===== src/hdl/lfc_pkg.sv =====
/*
  Package for the LED fault configuration and supply interrupt enable bank:
  register offsets, field positions, reset values and the carrier structs.
  Assumes a 16-bit register path from the serial register interface logic.
*/
package lfc_pkg;

  // Register offsets on the internal register port
  localparam logic [7:0]  LFC_STRING_FAULT_CONFIG_OFFSET = 8'h06;
  localparam logic [7:0]  LFC_SUPPLY_IRQ_ENABLES_OFFSET  = 8'h08;

  // Reset values
  localparam logic [15:0] LFC_STRING_FAULT_CONFIG_RESET  = 16'h0100;
  localparam logic [15:0] LFC_SUPPLY_IRQ_ENABLES_RESET   = 16'h2aaa;

  // String fault configuration field positions
  localparam int          LFC_GND_DETECT_BIT             = 8;
  localparam int          LFC_MASK_LSB                   = 0;
  localparam int          LFC_STRING_COUNT               = 6;
  localparam int          LFC_KEEP_ZERO_MSB              = 7;
  localparam int          LFC_KEEP_ZERO_LSB              = 6;

  // Supply enable fields: field k occupies bits 2k+1..2k
  localparam int          LFC_SUPPLY_FIELDS              = 7;
  localparam int          LFC_SUPPLY_RSVD_LSB            = 14;

  // Keyed field codes
  localparam logic [1:0]  LFC_KEY_DISABLE                = 2'h1;
  localparam logic [1:0]  LFC_KEY_ENABLE                 = 2'h3;
  localparam logic [1:0]  LFC_READ_ENABLED               = 2'h2;
  localparam logic [1:0]  LFC_READ_DISABLED              = 2'h0;

  // Register access request from the serial interface logic
  typedef struct packed {
    logic        wr;
    logic        rd;
    logic [7:0]  addr;
    logic [15:0] wdata;
  } lfc_req_type;

  // Supply interrupt gates toward the interrupt logic
  typedef struct packed {
    logic sync_clock_missing_irq_enable;
    logic charge_pump_irq_enable;
    logic pump_capacitor_missing_irq_enable;
    logic input_overcurrent_irq_enable;
    logic logic_supply_undervoltage_irq_enable;
    logic input_overvoltage_irq_enable;
    logic input_undervoltage_irq_enable;
  } lfc_supply_en_type;

endpackage


===== src/hdl/lfc_bank.sv =====
/*
  Register bank holding the string fault configuration register and the
  supply interrupt enable register, with the control outputs they steer.
  Assumes the serial register interface delivers one-cycle read and write
  requests synchronous to mclk_in; read data follows one cycle later.
  Assumes wr and rd are never raised together in one request; offsets other
  than the two registers ignore writes and read back zero.
  Assumes the raw short faults are levels already synchronous to mclk_in.
*/
// Contract
// - Ground-short detection of LED outputs runs in soft-start and normal operation only while bit 8 is set.
// - Mask bit n-1 set suppresses the internal short fault of string n; clear leaves it enabled.
// - Each two-bit interrupt enable field reads 0h when disabled and 2h when enabled.
// - Writing 1h into an enable field disables its interrupt and 3h enables it.
// - The supply interrupt enable register sits at 08h, resets to 2AAAh, bits 15-14 read zero.
// - Bits 13-12 gate the missing boost sync clock interrupt, reset enabled.
// - Bits 11-10 gate the charge pump fault interrupt, reset enabled.
// - Bits 9-8 gate the missing charge pump capacitor interrupt, reset enabled.
// - Bits 7-6, 5-4, 3-2, 1-0 gate input over-current, VDD under-voltage, input over- and under-voltage.
// - The string fault configuration register sits at 06h and resets to 100h.
`timescale 1ns/1ps
module lfc_bank
  import lfc_pkg::*;
(
  input  wire logic                        mclk_in,
  input  wire logic                        nrst_in,
  input  wire lfc_req_type                 req_in,
  input  wire logic [LFC_STRING_COUNT-1:0] short_fault_raw_in,
  output logic [15:0]                      rdata_out,
  output logic                             rvalid_out,
  output logic                             ground_short_detect_enable_out,
  output logic [LFC_STRING_COUNT-1:0]      short_fault_out,
  output lfc_supply_en_type                supply_en_out
);

  // Decoding used by both registers
  function automatic logic hit(input lfc_req_type r, input logic [7:0] off);
    hit = (r.addr == off);
  endfunction

  // Next state of one keyed gate: only the two keys move it, 0h and 2h keep it.
  // Mirrors the field module so the registered output gate turns with its field.
  function automatic logic keyed_next(input logic cur, input logic wr, input logic [1:0] key);
    keyed_next = cur;
    if (wr && key == LFC_KEY_DISABLE) begin
      keyed_next = 1'b0;
    end else if (wr && key == LFC_KEY_ENABLE) begin
      keyed_next = 1'b1;
    end
  endfunction

  // Gate reset image: the upper (enabled) bit of every field of the supply reset word
  function automatic logic [LFC_SUPPLY_FIELDS-1:0] odd_bits(input logic [15:0] word);
    odd_bits = '0;
    for (int f = 0; f < LFC_SUPPLY_FIELDS; f++) begin
      odd_bits[f] = word[2*f+1];
    end
  endfunction

  // Derived once so the output gates and the field flops can never disagree at reset
  localparam logic [LFC_SUPPLY_FIELDS-1:0] SUP_RESET_GATES = odd_bits(LFC_SUPPLY_IRQ_ENABLES_RESET);

  // String fault configuration word and the controls it steers
  logic [15:0]                  cfg_reg;
  logic [15:0]                  cfg_next;
  logic                         gnd_en_reg;
  logic                         gnd_en_next;
  logic [LFC_STRING_COUNT-1:0]  fault_reg;
  logic [LFC_STRING_COUNT-1:0]  fault_next;

  // Read return path
  logic [15:0]                  rdata_reg;
  logic [15:0]                  rdata_next;
  logic                         rvalid_reg;
  logic                         rvalid_next;

  // Supply interrupt gates: keyed fields, their read image and the output copy
  lfc_supply_en_type            sup_reg;
  lfc_supply_en_type            sup_next;
  logic [LFC_SUPPLY_FIELDS-1:0] sup_next_bits;
  logic                         sup_wr;
  logic [LFC_SUPPLY_FIELDS-1:0] sup_en;
  logic [15:0]                  sup_rd;

  assign sup_wr = req_in.wr && hit(req_in, LFC_SUPPLY_IRQ_ENABLES_OFFSET);

  // One keyed field per supply source; field 6 is bits 13-12 down to field 0 at bits 1-0
  genvar k;
  generate
    for (k = 0; k < LFC_SUPPLY_FIELDS; k++) begin : g_field
      lfc_keyed_enable #(
        .RESET_ENABLED (LFC_SUPPLY_IRQ_ENABLES_RESET[2*k+1])
      ) u_field (
        .mclk_in (mclk_in),
        .nrst_in (nrst_in),
        .wr_in   (sup_wr),
        .key_in  (req_in.wdata[2*k+1:2*k]),
        .en_out  (sup_en[k]),
        .rd_out  (sup_rd[2*k+1:2*k])
      );
    end
  endgenerate

  // Reserved top bits of the supply register have no storage and read zero
  assign sup_rd[15:LFC_SUPPLY_RSVD_LSB] = 2'h0;

  // String fault configuration: plain read/write storage of all 16 bits.
  // Bits 7-6 are stored as written; the host keeps them zero, so no clamp here.
  always_comb begin
    cfg_next = cfg_reg;
    if (req_in.wr && hit(req_in, LFC_STRING_FAULT_CONFIG_OFFSET)) begin
      cfg_next = req_in.wdata;
    end
  end

  always_ff @(posedge mclk_in or negedge nrst_in) begin
    if (!nrst_in) begin
      cfg_reg <= LFC_STRING_FAULT_CONFIG_RESET;
    end else begin
      cfg_reg <= cfg_next;
    end
  end

  // Read path: registered data one cycle after the read request
  always_comb begin
    rvalid_next = req_in.rd;
    rdata_next  = 16'h0000; // Unmapped offsets read zero
    if (req_in.rd && hit(req_in, LFC_STRING_FAULT_CONFIG_OFFSET)) begin
      rdata_next = cfg_reg;
    end else if (req_in.rd && hit(req_in, LFC_SUPPLY_IRQ_ENABLES_OFFSET)) begin
      rdata_next = sup_rd;
    end
  end

  always_ff @(posedge mclk_in or negedge nrst_in) begin
    if (!nrst_in) begin
      rdata_reg  <= 16'h0000;
      rvalid_reg <= 1'b0;
    end else begin
      rdata_reg  <= rdata_next;
      rvalid_reg <= rvalid_next;
    end
  end

  // Control outputs registered from the next register state so they track a write
  // in the same edge the register updates, and outputs come straight from flops.
  // The gates use the keyed next state; the stored field state would lag a cycle.
  always_comb begin
    gnd_en_next   = cfg_next[LFC_GND_DETECT_BIT];
    fault_next    = short_fault_raw_in & ~cfg_next[LFC_MASK_LSB +: LFC_STRING_COUNT];
    sup_next_bits = '0;
    for (int f = 0; f < LFC_SUPPLY_FIELDS; f++) begin
      sup_next_bits[f] = keyed_next(sup_en[f], sup_wr, req_in.wdata[2*f +: 2]);
    end
    // Sources named one by one so a reordered struct cannot swap them silently
    sup_next.sync_clock_missing_irq_enable        = sup_next_bits[6];
    sup_next.charge_pump_irq_enable               = sup_next_bits[5];
    sup_next.pump_capacitor_missing_irq_enable    = sup_next_bits[4];
    sup_next.input_overcurrent_irq_enable         = sup_next_bits[3];
    sup_next.logic_supply_undervoltage_irq_enable = sup_next_bits[2];
    sup_next.input_overvoltage_irq_enable         = sup_next_bits[1];
    sup_next.input_undervoltage_irq_enable        = sup_next_bits[0];
  end

  always_ff @(posedge mclk_in or negedge nrst_in) begin
    if (!nrst_in) begin
      gnd_en_reg <= LFC_STRING_FAULT_CONFIG_RESET[LFC_GND_DETECT_BIT];
      fault_reg  <= '0;
      sup_reg    <= SUP_RESET_GATES;
    end else begin
      gnd_en_reg <= gnd_en_next;
      fault_reg  <= fault_next;
      sup_reg    <= sup_next;
    end
  end

  assign rdata_out                      = rdata_reg;
  assign rvalid_out                     = rvalid_reg;
  assign ground_short_detect_enable_out = gnd_en_reg;
  assign short_fault_out                = fault_reg;
  assign supply_en_out                  = sup_reg;

endmodule


===== src/hdl/lfc_keyed_enable.sv =====
/*
  One keyed two-bit interrupt enable field: a stored enable bit that changes
  only on the disable or enable key, and reads back as 0h or 2h.
  Assumes wr_in is a one-cycle write strobe already decoded for the register.
*/
`timescale 1ns/1ps
module lfc_keyed_enable
  import lfc_pkg::*;
#(
  parameter logic RESET_ENABLED = 1'b1
) (
  input  wire logic       mclk_in,
  input  wire logic       nrst_in,
  input  wire logic       wr_in,
  input  wire logic [1:0] key_in,
  output logic            en_out,
  output logic [1:0]      rd_out
);

  logic en_reg;
  logic en_next;

  // Only the two keys move the state; 0h and 2h keep it so a whole-word write is safe
  always_comb begin
    en_next = en_reg;
    if (wr_in && key_in == LFC_KEY_DISABLE) begin
      en_next = 1'b0;
    end else if (wr_in && key_in == LFC_KEY_ENABLE) begin
      en_next = 1'b1;
    end
  end

  always_ff @(posedge mclk_in or negedge nrst_in) begin
    if (!nrst_in) begin
      en_reg <= RESET_ENABLED;
    end else begin
      en_reg <= en_next;
    end
  end

  assign en_out = en_reg;
  assign rd_out = en_reg ? LFC_READ_ENABLED : LFC_READ_DISABLED;

endmodule


===== config.mk =====
export PLATFORM = sky130hd
export DESIGN_NAME = lfc_bank
export DESIGN_NICKNAME = d
export VERILOG_FILES = /design/src/hdl/lfc_pkg.sv /design/src/hdl/lfc_bank.sv /design/src/hdl/lfc_keyed_enable.sv
export SDC_FILE = /design/constraint.sdc
export NUM_CORES = 1
export LEC_CHECK = 0
export CORE_MARGIN = 4
export CORE_UTILIZATION = 55
export DETAILED_ROUTE_END_ITERATION = 8
export DONT_BUFFER_PORTS = 1
export PLACE_DENSITY = 0.73
export SYNTH_ARGS = -nofsm -noshare
export SYNTH_HDL_FRONTEND = slang
export SYNTH_HIERARCHICAL = 1
export SYNTH_SLANG_ARGS = --single-unit

===== constraint.sdc =====
create_clock -name mclk_in -period 0.91 [get_ports mclk_in]
set_clock_uncertainty 0.15 [all_clocks]
set_input_delay 0.182 -clock mclk_in [delete_from_list [all_inputs] [get_ports mclk_in]]
set_output_delay 0.182 -clock mclk_in [all_outputs]
set_load 0.05 [all_outputs]

==> results.ini <==
[die]
rows=23
core_um2=4120
dieArea_um2=5480
start_util_pct=58.3
ios=65
die_h_um=74.0
die_w_um=74.0

[yosys]
synth.distinct_cells=25
yosys_warnings=6
syn-instance-count=185
synth_nets=219
ys_ff_latch=53
ys_seq_area_share_pct=56.1
synth_top_cell_area_share_pct=39.7
syn_area_um2=2400
synth_area_per_cell_um2=13.0
synth_ff_type=dfrtp_1
synth_top_cells_by_area=dfrtp_1 (40%), dfstp_2 (16%), mux2_4 (13%), a22oi_1 (4.4%), buf_4 (4.4%)
synth-edff-count=0
async_flop_share_pct=100
yosys.area.top_type=dfrtp_1

[run_status]
violations=hold timing, setup timing
status=finished with violations

[worst_setup_path]
critPathLaunchType=register
reg2reg_to=rdata_out[8]
arrival_ps=1010
crit_type=register to primary output
r2r-start=cfg_reg[8]
r2r_cells=3
rrSetupSlack_ps=-130
cp_data_required_time_ps=580
critPathMaxFanout=1
setup.worst_path.end_class=primary output

[finish]
layout.nets=238
final_cells=255
diodes=0
drive_above_1_share_pct=72.7
area_growth_pct=27.0
fillCellCount=251

[flow_run]
maxCapViolations=0

[timing]
rsz0062_at_grt=true
fin_hold_ws_ps=-593
fin_crit_sh_pct=148
fmax_mhz=744
slew_viol_final=0
layout_setup_ws_ps=-434
setup_viol=83
hold_viol=89
period_needed_ps=1340

[clocking]
cts_root_buf=clkbuf_8
clock_sinks=53
cts-buffers-inserted=5
cts_tree=built
htreeDepth=2
insertion_delay_ps=300
clk_pin_slew_ps=100
cts_buffer_depth=2

[min_path]
hold_path_class=primary input to asynchronous set/reset pin

[route]
routed_via_density=5.94
drt-initial-drc-count=91
route.layer.met1.wl_um=2060
wl_per_cell_um=21.5
wl_um=5490
routed.top_layer=met4
drt-pass1-iter-count=4
drcViolationCount=0
wl_met2_um=2870
wl_met3_um=456
ant_nets=0
vias=1515

[power]
p_leak_nw=1.37
p_per_area_nw_per_um2=1470
ir_drop_mv=0.888
power_mw=4.49

[global_route]
grt_max_degree=54
grt_pass1_vias=1651
antenna_found_initial=0
grt_pass1_wl_um=8580
grt_usage_pct=21.3
overflow=0

[placement]
port_buffers=0
gp_congestion=0.840
dp_cells=231
hpwl_um=3360

cells in the final DEF, fill, tap and decap left out, types with 7 or more instances in the layout:
master   count
buf_4       12
conb_1       7
a22oi_1      7
mux2_4      24
inv_1        8
a22oi_2      7
nor2_4       9
dfstp_2     15
buf_6       17
dfrtp_1     14
dfrtp_2     24
nand4_1      7
stage by stage:
step,setup TNS (ps),setup slack (ps),hold WS (ps),cell area [um^2],util (%)
after global placement,-25020,-517,-262,2530,61.6
after global routing,-21620,-458,-610,3050,74.0
after floorplan,-27280,-711,-264,2470,-
final,-19720,-434,-593,3050,74.0
after detailed placement,-25540,-549,-261,2530,61.6
after CTS,-19180,-437,-599,2950,71.6
worst register-to-register path, cell delays in order, from the launching register on:
cell     delay (ps)
dfstp_2         570
buf_6           110
a22oi_2          70
nor2_2           80
final cells by class:
type | count | area [um^2] | area share [%]
Inverter | 8 | 30.0 | 0.986
Multi-Input combinational cell | 101 | 1070 | 35.3
Clock buffer | 6 | 72.6 | 2.38
Clock inverter | 2 | 38.8 | 1.27
Timing Repair Buffer | 35 | 392 | 12.9
Tap cell | 50 | 62.6 | 2.05
Sequential cell | 53 | 1380 | 45.2
synth_stat cells (7+ instances only):
cell      n
mux2_4   21
buf_4    14
conb_1    7
inv_1     8
a22oi_1  14
dfstp_2  15
dfrtp_1  38
nor2_1   14
nand2_1   7
nand4_1   7
mux2_2    9
power breakdown:
part           switching [mW]  internal (mW)
sequential              0.137           2.44
combinational           0.142          0.181
clock                   0.759          0.827
cells by family (layout without fill, tap and decap cells):
group | count (synthesis) | count (layout) | share of synthesized area (%)
flops | 53 | 53 | 56.1
simple gates | 38 | 38 | 9.13
buf+inv | 31 | 51 | 8.14
mux | 30 | 30 | 17.4
compound gates | 26 | 26 | 8.14
other cells | 7 | 7 | 1.10
how the worst max path moves through the flow:
stage                     start                   endpoint  slack (ps)  cells past startpoint
6_report       supply_en_out[1]           supply_en_out[1]        -430                      0
4_1_cts        supply_en_out[1]           supply_en_out[1]        -440                      0
2_1_floorplan        req_in[23]  g_field[0].u_field/en_out        -710                      5
3_5_place_dp         req_in[23]              rdata_out[14]        -550                      6
5_1_grt        supply_en_out[1]           supply_en_out[1]        -460                      0
3_3_place_gp         req_in[23]  g_field[5].u_field/en_out        -520                      5
timing repair:
action	CTS	global route
gates cloned	3	0
endpoints found under the hold margin	92	91
hold buffers	1	1
endpoints found under the setup margin	83	83
pin swaps	24	14
gates resized for setup	42	26
setup buffers	8	7
routing by layer:
layer  vias up  global-route usage, %
li1        660                      -
met1       765                   25.2
met2        76                   37.1
met3        14                   6.62
met4         0                   6.64
met5         -                      0
Note: power is estimated with default switching activity, not from simulation.
